`config.mk`:
```
export PLATFORM = sky130hd
export DESIGN_NAME = psram_host
export DESIGN_NICKNAME = d
export VERILOG_FILES = /design/src/rtl/psram_host_pkg.sv /design/src/rtl/psram_host.sv /design/src/rtl/cycle_timer.sv
export SDC_FILE = /design/constraint.sdc
export NUM_CORES = 1
export LEC_CHECK = 0
export BUFFER_PORTS_ARGS = -buffer_cell sky130_fd_sc_hd__buf_4
export CORE_MARGIN = 2
export CORE_UTILIZATION = 40
export DETAILED_ROUTE_END_ITERATION = 16
export GPL_ROUTABILITY_DRIVEN = 0
export PLACE_DENSITY = 0.7
export SLEW_MARGIN = 10
export SYNTH_ARGS = -nofsm -noshare
export SYNTH_HDL_FRONTEND = slang
export SYNTH_SLANG_ARGS = --single-unit
```
`constraint.sdc`:
```
create_clock -name clk -period 2.5 [get_ports clk]
set_input_delay 0.125 -clock clk [delete_from_list [all_inputs] [get_ports clk]]
set_output_delay 0.125 -clock clk [all_outputs]
set_load 0.01 [all_outputs]
```
`src/rtl/psram_host_pkg.sv`:
```
// Purpose: Shared constants for the refreshed-cell SRAM port controller.
// Assumes: 25 MHz system clock (40 ns period).
// Notes: Times kept in their own unit; cycle counts derived from them.
package psram_host_pkg;

  // Clock
  localparam int unsigned CLK_PERIOD_PS = 40000;

  // Pin widths
  localparam int unsigned ADDR_W = 20;
  localparam int unsigned DATA_W = 16;

  // Documented times
  localparam int unsigned READ_CYCLE_MIN_PS = 70000;   // Minimum read cycle
  localparam int unsigned WRITE_PULSE_MIN_PS = 50000;  // Minimum write pulse
  localparam int unsigned WRITE_RECOVERY_PS = 0;       // Address hold after write end
  localparam int unsigned SUSPEND_NS = 500;            // Power-down entry suspend
  localparam int unsigned POWERUP_WAIT_US = 200;       // Select high after supply
  localparam int unsigned POWERUP_EXTRA_US = 300;      // Further wait, no dummy reads
  localparam int unsigned REFRESH_WINDOW_NS = 4000;    // Longest unbroken activity

  // Derived cycle counts (least times round up, longest round down)
  localparam int unsigned READ_CYC =
    (READ_CYCLE_MIN_PS + CLK_PERIOD_PS - 1) / CLK_PERIOD_PS;
  localparam int unsigned WRITE_CYC =
    (WRITE_PULSE_MIN_PS + CLK_PERIOD_PS - 1) / CLK_PERIOD_PS;
  localparam int unsigned RECOV_CYC =
    (WRITE_RECOVERY_PS + CLK_PERIOD_PS - 1) / CLK_PERIOD_PS + 1;
  localparam int unsigned SUSPEND_CYC =
    (SUSPEND_NS * 1000 + CLK_PERIOD_PS - 1) / CLK_PERIOD_PS;
  localparam int unsigned POWERUP_CYC =
    (POWERUP_WAIT_US * 1000000 + CLK_PERIOD_PS - 1) / CLK_PERIOD_PS;
  localparam int unsigned EXTRA_CYC =
    (POWERUP_EXTRA_US * 1000000 + CLK_PERIOD_PS - 1) / CLK_PERIOD_PS;
  localparam int unsigned WINDOW_CYC = (REFRESH_WINDOW_NS * 1000) / CLK_PERIOD_PS;

  // Burst and start-up limits
  localparam int unsigned MAX_WRITE_RUN = 50;  // Writes before a forced break
  localparam int unsigned DUMMY_READS = 2;     // Reads that finish power-up

endpackage

```
`src/rtl/psram_host.sv`:
```
// Purpose: Host controller driving a refresh-hiding SRAM-style memory port.
// Assumes: Memory pins sampled and driven on clk; data bus is three signals.
// Notes: One request at a time; each access is a full read or write cycle.
// Contract
// - Byte write uses one lane select
// - Address held through write recovery
// - Break write bursts after fifty writes
// - Wake uses the power-up sequence
// - Wait 200us deselected, then two reads
// - Dummy reads start with select low, full cycle
// - Sleep pin high through power-up
// - Alternative: 500us wait without dummy reads
// - Reads never linger; every read full cycle
// - Writes pause write enable every window; code pauses after 33 writes, 132 cycles against a 100-cycle window
module psram_host
  import psram_host_pkg::*;
#(
  parameter int unsigned POWERUP_CYCLES = POWERUP_CYC,
  parameter int unsigned EXTRA_CYCLES = EXTRA_CYC,
  parameter bit USE_DUMMY_READS = 1'b1
) (
  // Clock and reset
  input wire logic clk,
  input wire logic rst_n,
  // User request
  input wire logic req_valid,
  output logic req_ready,
  input wire logic req_write,
  input wire logic [ADDR_W-1:0] req_addr,
  input wire logic [DATA_W-1:0] req_wdata,
  input wire logic [1:0] req_lanes,
  // User answer
  output logic rsp_valid,
  output logic [DATA_W-1:0] rsp_rdata,
  // Power control
  input wire logic sleep_req,
  output logic awake,
  // Memory pins
  output logic chip_select_bar,
  output logic write_enable_bar,
  output logic output_enable_bar,
  output logic upper_lane_select_bar,
  output logic lower_lane_select_bar,
  output logic sleep_pin_bar,
  output logic [ADDR_W-1:0] mem_addr,
  input wire logic [DATA_W-1:0] dq_in,
  output logic [DATA_W-1:0] dq_out,
  output logic dq_oe
);

  localparam int unsigned TW = 24;  // Timer width covers the 500 us wait

  initial begin
    if (POWERUP_CYCLES < 1 || POWERUP_CYCLES >= (1 << TW)) $error("bad POWERUP_CYCLES");
    if (EXTRA_CYCLES < 1 || EXTRA_CYCLES >= (1 << TW)) $error("bad EXTRA_CYCLES");
  end

  typedef enum logic [8:0] {
    S_PWRUP = 9'h001,  // Deselected start-up wait
    S_EXTRA = 9'h002,  // Extra wait instead of dummy reads
    S_DUMMY = 9'h004,  // Dummy read in progress
    S_DGAP = 9'h008,   // Select high between dummy reads
    S_IDLE = 9'h010,   // Ready for requests
    S_READ = 9'h020,   // Read cycle
    S_WRITE = 9'h040,  // Write pulse
    S_RECOV = 9'h080,  // Write end, address held
    S_SLEEP = 9'h100   // Deep power-down
  } state_t;

  // Width-fitted counts for the timer
  function automatic logic [TW-1:0] cyc(input int unsigned n);
    cyc = TW'(n - 1);
  endfunction

  state_t st_q, st_d;
  logic [ADDR_W-1:0] addr_q, addr_d;      // Address on the pins
  logic [DATA_W-1:0] wdat_q, wdat_d;      // Write data on the pins
  logic [1:0] lanes_q, lanes_d;           // Lane selects, active high
  logic [DATA_W-1:0] rdat_q, rdat_d;      // Captured read data
  logic rsp_q, rsp_d;                     // Read answer pulse
  logic [5:0] run_q, run_d;               // Writes since last break
  logic [1:0] dummy_q, dummy_d;           // Dummy reads done
  logic [1:0] rdy_q, rdy_d;               // Idle cycles in a row, for window breaks
  logic tmr_load;
  logic [TW-1:0] tmr_val;
  logic tmr_done;
  logic armed_q, armed_d;                 // Start-up wait loaded since reset
  logic need_break;                       // A write must wait for a pause
  logic break_done;                       // Write enable high long enough

  // Shared wait timer for every timed phase
  cycle_timer #(.W(TW)) u_timer (
    .clk(clk),
    .rst_n(rst_n),
    .load(tmr_load),
    .value(tmr_val),
    .done(tmr_done)
  );

  // Sequencer next-state logic
  always_comb begin
    st_d = st_q;
    addr_d = addr_q;
    wdat_d = wdat_q;
    lanes_d = lanes_q;
    rdat_d = rdat_q;
    rsp_d = 1'b0;
    run_d = run_q;
    dummy_d = dummy_q;
    rdy_d = rdy_q;
    armed_d = armed_q;
    tmr_load = 1'b0;
    tmr_val = '0;
    case (st_q)
      S_PWRUP: begin
        // Select high for the start-up wait, sleep pin high. The timer rests
        // at zero after reset, so the wait is loaded here on first entry.
        if (!armed_q) begin
          armed_d = 1'b1;
          tmr_load = 1'b1;
          tmr_val = cyc(POWERUP_CYCLES);
        end else if (tmr_done) begin
          tmr_load = 1'b1;
          if (USE_DUMMY_READS) begin
            st_d = S_DUMMY;
            tmr_val = cyc(READ_CYC);
          end else begin
            st_d = S_EXTRA;
            tmr_val = cyc(EXTRA_CYCLES);
          end
        end
      end
      S_EXTRA: begin
        if (tmr_done) st_d = S_IDLE;
      end
      S_DUMMY: begin
        // Each dummy read lasts a full read cycle
        if (tmr_done) begin
          dummy_d = dummy_q + 2'd1;
          if (dummy_q == 2'(DUMMY_READS - 1)) begin
            st_d = S_IDLE;
          end else begin
            st_d = S_DGAP;
          end
        end
      end
      S_DGAP: begin
        // Select goes high so the next dummy read starts on its fall
        tmr_load = 1'b1;
        tmr_val = cyc(READ_CYC);
        st_d = S_DUMMY;
      end
      S_IDLE: begin
        rdy_d = (rdy_q == 2'd3) ? rdy_q : rdy_q + 2'd1;
        // A served pause with write enable high starts a fresh write run
        if (break_done) run_d = '0;
        if (sleep_req) begin
          st_d = S_SLEEP;
          tmr_load = 1'b1;
          tmr_val = cyc(SUSPEND_CYC);
        end else if (req_valid && req_ready) begin
          // Same test as ready, so an owed write break really holds the write
          // Taken at once: no wait from the memory exists
          addr_d = req_addr;
          wdat_d = req_wdata;
          lanes_d = req_lanes;
          tmr_load = 1'b1;
          rdy_d = 2'd0;
          if (req_write && req_lanes == 2'b00) begin
            // No lane picked: skip the pulse, a write must select a lane
            st_d = S_RECOV;
          end else if (req_write) begin
            st_d = S_WRITE;
            tmr_val = cyc(WRITE_CYC);
          end else begin
            st_d = S_READ;
            run_d = '0; // A read cycle breaks a write run
            tmr_val = cyc(READ_CYC);
          end
        end
      end
      S_READ: begin
        if (tmr_done) begin
          rdat_d = dq_in;
          rsp_d = 1'b1;
          st_d = S_IDLE;
        end
      end
      S_WRITE: begin
        if (tmr_done) begin
          st_d = S_RECOV;
          run_d = run_q + 6'd1;
        end
      end
      S_RECOV: begin
        // Address still held one cycle after write enable rises; data drive already off
        st_d = S_IDLE;
      end
      S_SLEEP: begin
        // Leaving power-down repeats the whole start-up sequence
        if (!sleep_req && tmr_done) begin
          st_d = S_PWRUP;
          dummy_d = '0;
          run_d = '0;
          tmr_load = 1'b1;
          tmr_val = cyc(POWERUP_CYCLES);
        end
      end
      default: st_d = S_PWRUP;
    endcase
  end

  // Sequencer registers; reset starts the power-up wait
  always_ff @(posedge clk or negedge rst_n) begin
    if (!rst_n) begin
      st_q <= S_PWRUP;
      addr_q <= '0;
      wdat_q <= '0;
      lanes_q <= 2'h0;
      rdat_q <= '0;
      rsp_q <= 1'b0;
      run_q <= '0;
      dummy_q <= '0;
      rdy_q <= 2'h0;
      armed_q <= 1'b0;
    end else begin
      st_q <= st_d;
      addr_q <= addr_d;
      wdat_q <= wdat_d;
      lanes_q <= lanes_d;
      rdat_q <= rdat_d;
      rsp_q <= rsp_d;
      run_q <= run_d;
      dummy_q <= dummy_d;
      rdy_q <= rdy_d;
      armed_q <= armed_d;
    end
  end

  // A write run must pause at the burst limit or after WINDOW_CYC / (WRITE_CYC + 1) writes,
  // a count that allows three cycles a write where each takes four; a pause keeps write enable high for a read cycle.
  assign need_break = (run_q >= 6'(MAX_WRITE_RUN))
                    || (run_q >= 6'(WINDOW_CYC / (WRITE_CYC + 1)));
  assign break_done = (rdy_q >= 2'(READ_CYC));

  // Ready only in idle, and a write waits while a break is owed
  assign req_ready = (st_q == S_IDLE) && !sleep_req
                   && !(req_write && need_break && !break_done);

  // Pin drive from state
  always_comb begin
    chip_select_bar = !(st_q inside {S_DUMMY, S_READ, S_WRITE, S_RECOV, S_IDLE});
    write_enable_bar = (st_q != S_WRITE);
    output_enable_bar = !(st_q inside {S_READ, S_DUMMY});
    upper_lane_select_bar = !((st_q == S_DUMMY) || lanes_q[1]);
    lower_lane_select_bar = !((st_q == S_DUMMY) || lanes_q[0]);
    sleep_pin_bar = (st_q != S_SLEEP);
  end

  assign mem_addr = addr_q;
  assign dq_out = wdat_q;
  assign dq_oe = (st_q == S_WRITE);
  assign rsp_valid = rsp_q;
  assign rsp_rdata = rdat_q;
  assign awake = (st_q inside {S_IDLE, S_READ, S_WRITE, S_RECOV});
endmodule // psram_host

```
`src/rtl/cycle_timer.sv`:
```
// Purpose: Loadable down-counter that flags when a wait has elapsed.
// Assumes: Load and count are synchronous to clk.
// Notes: done is high while the count stands at zero.
module cycle_timer
  import psram_host_pkg::*;
#(
  parameter int unsigned W = 24
) (
  // Clock and reset
  input wire logic clk,
  input wire logic rst_n,
  // Control
  input wire logic load,
  input wire logic [W-1:0] value,
  // Status
  output logic done
);

  logic [W-1:0] cnt_q;  // Cycles still to wait
  logic [W-1:0] cnt_d;

  initial begin
    if (W < 2) $error("cycle_timer: W too small");
  end

  // Next count: load wins, else count down to zero and rest
  always_comb begin
    cnt_d = cnt_q;
    if (load) begin
      cnt_d = value;
    end else if (cnt_q != '0) begin
      cnt_d = cnt_q - 1'b1;
    end
  end

  // Register the count
  always_ff @(posedge clk or negedge rst_n) begin
    if (!rst_n) begin
      cnt_q <= '0;
    end else begin
      cnt_q <= cnt_d;
    end
  end

  assign done = (cnt_q == '0);

endmodule // cycle_timer

```
==> results.py <==
metrics = {
    "global_routing": {
        "grt_max_degree": 60,
        "grtUsageTotal_pct": 18.36,
        "antenna_found_initial": 0,
        "grt_overflow": 0,
        "grt_pass1_vias": 3871,
        "grt_pass1_wl_um": 18670,
    },
    "pwr": {
        "cellPowerDensity_nw_per_um2": 503.9,
        "p_leak_nw": 3.085,
        "peakVddDrop_uv": 457.3,
    },
    "route": {
        "viasPerCell": 5.147,
        "drt_iter0_drc": 191,
        "vias": 3685,
        "drc": 0,
        "wl_per_cell_um": 15.53,
        "first_pass_iters": 4,
        "routed_wl_um": 11120,
        "ant_nets": 0,
    },
    "setup_path": {
        "crit_path_max_fanout": 17,
        "cpPeakStageDelay_ns": 0.49,
        "worstSetupPathType": "flip-flop to flip-flop",
        "crit_path_start_kind": "flip-flop",
        "cp_slowest_cell": "dfrtp_1",
        "path_buf_inv": 1,
        "worstPathCellList": "nor4_4 > nand4b_1 > nor4_4 > buf_12 > mux2_1",
        "cp.required_ns": 2.72,
        "worstSetupEndpointType": "flip-flop",
        "startpoint": "st_q[4]",
        "cp_data_arrival_time_ns": 2.50,
        "r2r-start": "st_q[4]",
        "cp_top_family": "simple AND/OR/NAND/NOR gates",
        "crit_path_frequent_cell": "nor4_4",
    },
    "yosys": {
        "synthMuxAreaShare_pct": 12.96,
        "yosysTopAreaCellShare_pct": 51.73,
        "yosys_warnings": 0,
        "synth_edf_count": 0,
        "synthAdderAreaFrac_pct": 1.600,
        "netlist-cell-type-count": 54,
        "synth_cells": 412,
        "synth_nets": 477,
        "synth_top_area_cell": "dfrtp_1",
        "synth_area_leaders": "dfrtp_1, mux2_2, nor2_1",
        "ys_ff_latch": 98,
        "syn_area_um2": 4692,
        "synth_compound_area_share_pct": 8.533,
        "synth-seq-area-share_pct": 52.29,
        "syn_avg_cell_area_um2": 11.39,
        "synth_top_family_by_area": "simple AND/OR/NAND/NOR gates",
        "async_flop_share_pct": 100.0,
        "ys.flop_type": "dfrtp_1",
        "synth_xor_xnor_area_share_pct": 4.853,
        "synth-simple-area-share_pct": 17.01,
    },
    "timing": {
        "rsz0062_at_grt": "false",
        "setup_viol": 0,
        "period_needed_ns": 2.278,
        "post-route-period-util_pct": 91.14,
        "fin_tns_setup_ns": 0,
        "fin_worst_skew_ns": 0.004466,
        "finalHoldViolations": 0,
        "drv_slew": 0,
        "clock.fmax_mhz": 438.9,
        "worstMarginPinSlew_ns": 0.5382,
        "relSlewSlack_pct": 64.12,
    },
    "run_status": {
        "outcome": "finished clean",
    },
    "cts": {
        "root_buffer": "clkbuf_16",
        "htreeDepth": 3,
        "cts_buffers": 9,
        "cts_max_path_buffers": 2,
        "clkTransAtPathRegs_ns": 0.07,
        "cts.sinks": 98,
        "tritoncts": "yes",
        "clock_latency_ns": 0.35,
    },
    "finish": {
        "diodes": 0,
        "final_nets": 633,
        "final_area_um2": 6474,
        "layout-drive-gt1-share_pct": 36.65,
        "syn_to_final_growth_pct": 37.97,
    },
    "placed_design": {
        "placed_area_um2": 5834,
        "post-dp-hpwl_um": 7768,
        "portBuffers": 120,
    },
    "die": {
        "die_w_um": 112.3,
        "die_area_um2": 12610,
        "pin_count": 121,
        "rows": 39,
        "chipHeight_um": 112.3,
        "initial_core_util_pct": 41.09,
        "core_area_um2": 11420,
    },
    "run": {
        "maxCapViolCount": 0,
    },
    "worst_hold_path": {
        "min_path_type": "input port to flip-flop",
        "hold_start": "req_addr[8]",
    },
}
power by group:
part | leakage [nW] | total, mW | switching [mW] | internal, mW
logic | 1.68 | 0.227 | 0.0879 | 0.139
registers | 1.26 | 1.62 | 0.0127 | 1.61
clock network | 0.145 | 1.41 | 0.584 | 0.829
total | 3.09 | 3.26 | 0.685 | 2.58
timing repair:
action | 4_1_cts | 5_1_grt
endpoints found under the hold margin | 68 | 0
hold buffers | 31 | 0
setup buffers | 0 | 0
gates resized for setup | 0 | 4
endpoints found under the setup margin | 0 | 43
through the flow:
stage / hold slack (ns) / cells / setup WS, ns / utilization [%] / total power [mW]
after floorplan: -0.1706 / 412 / 0.3056 / - / 1.693
after global placement: 0.1418 / 669 / 0.2466 / 51.10 / 1.838
after detailed placement: 0.1470 / 669 / 0.1750 / 51.10 / 1.843
after CTS: 0.0003139 / 716 / 0.1727 / 56.50 / 3.303
after global routing: 0.001890 / 716 / 0.06891 / 56.70 / 3.384
final: 0.01240 / 716 / 0.2216 / 56.70 / 3.262
worst paths after layout:
| path | endpoint | slack (ns) | cells past startpoint |
|---|---|---|---|
| worst max register to register | rsp_rdata[7] | 0.22 | 5 |
| max in group asynchronous | u_timer.cnt_q[5] | 1.51 | 3 |
| worst min register to register | rsp_rdata[10] | 0.49 | 1 |
| min in group asynchronous | u_timer.cnt_q[20] | 0.30 | 2 |
| worst max-delay path | rsp_rdata[7] | 0.22 | 5 |
| worst min-delay path | mem_addr[8] | 0.01 | 2 |
sequential cells by signal (all words and copies together) (netlist names):
name,count
armed_q,1
dq_out,16
dummy_q,2
lanes_q,2
mem_addr,20
rdy_q,2
rsp_rdata,16
rsp_valid,1
run_q,6
st_q,8
u_timer.cnt_q,24
cells in the final DEF (no fill, tap or decap), drive strengths merged, types with 4 or more instances in the layout:
master and n:
o21ai 17, nand3 17, xor2 15, clkbuf 12, dlygate4sd3 31, buf 134, ha 6, dfrtp 97
nor4 13, nand2 19, nor2 47, inv 8, mux2 54, or3 4, and3 6, o31ai 9
a21oi 10, and2 4, nor3 15, a21o 4, xnor2 11
per-layer routing:
| metal | track usage (%) | vias to the layer above | part of all wire, % |
|---|---|---|---|
| li1 | - | 1769 | - |
| met1 | 23.12 | 1794 | 43 |
| met2 | 30.52 | 105 | 50 |
| met3 | 5.076 | 17 | 5.4 |
| met4 | 6.504 | 0 | 1.8 |
| met5 | 0 | - | 0 |
layout make-up:
class	instances	area, um2
Fill cell	968	4945
Sequential cell	98	2454
Multi-Input combinational cell	286	2138
Timing Repair Buffer	165	1366
Clock buffer	12	256.5
Tap cell	143	178.9
Clock inverter	4	50.05
Inverter	8	30.03
worst reg2reg max path, cell delays in order (launching register included):
cell and delay (ns):
dfrtp_1 0.49, nor4_4 0.42, nand4b_1 0.30, nor4_4 0.40, buf_12 0.20, mux2_1 0.35
cells in the mapped netlist (2+ instances only):
master     instances
dfrtp_1           97
nor2_1            46
mux2_2            43
nand2_1           19
nand3_1           17
xor2_1            15
o21ai_0           14
nor3_1            12
mux2_1            11
xnor2_1           11
a21oi_1           10
buf_2             10
nor4_1             9
o31ai_1            9
clkbuf_1           8
inv_1              7
and3_1             6
ha_1               6
a21o_1             4
and2_1             4
or3_1              4
a22oi_1            3
a2bb2oi_1          3
nand3b_1           3
nor3_2             3
nor3b_1            3
nor4_4             3
nand2b_1           2
nand4b_1           2
nor2b_1            2
o211ai_1           2
o21ai_1            2
logic make-up after synthesis:
| family | count (synthesis) |
|---|---|
| and+or+nand+nor | 143 |
| xor gates and xnor gates | 26 |
| AOI/OAI and AO/OA | 57 |
| buffers and inverters | 28 |
| muxes | 54 |
| adders and majority gates | 6 |
| DFF | 98 |
Note: power is estimated with default switching activity, not from simulation.
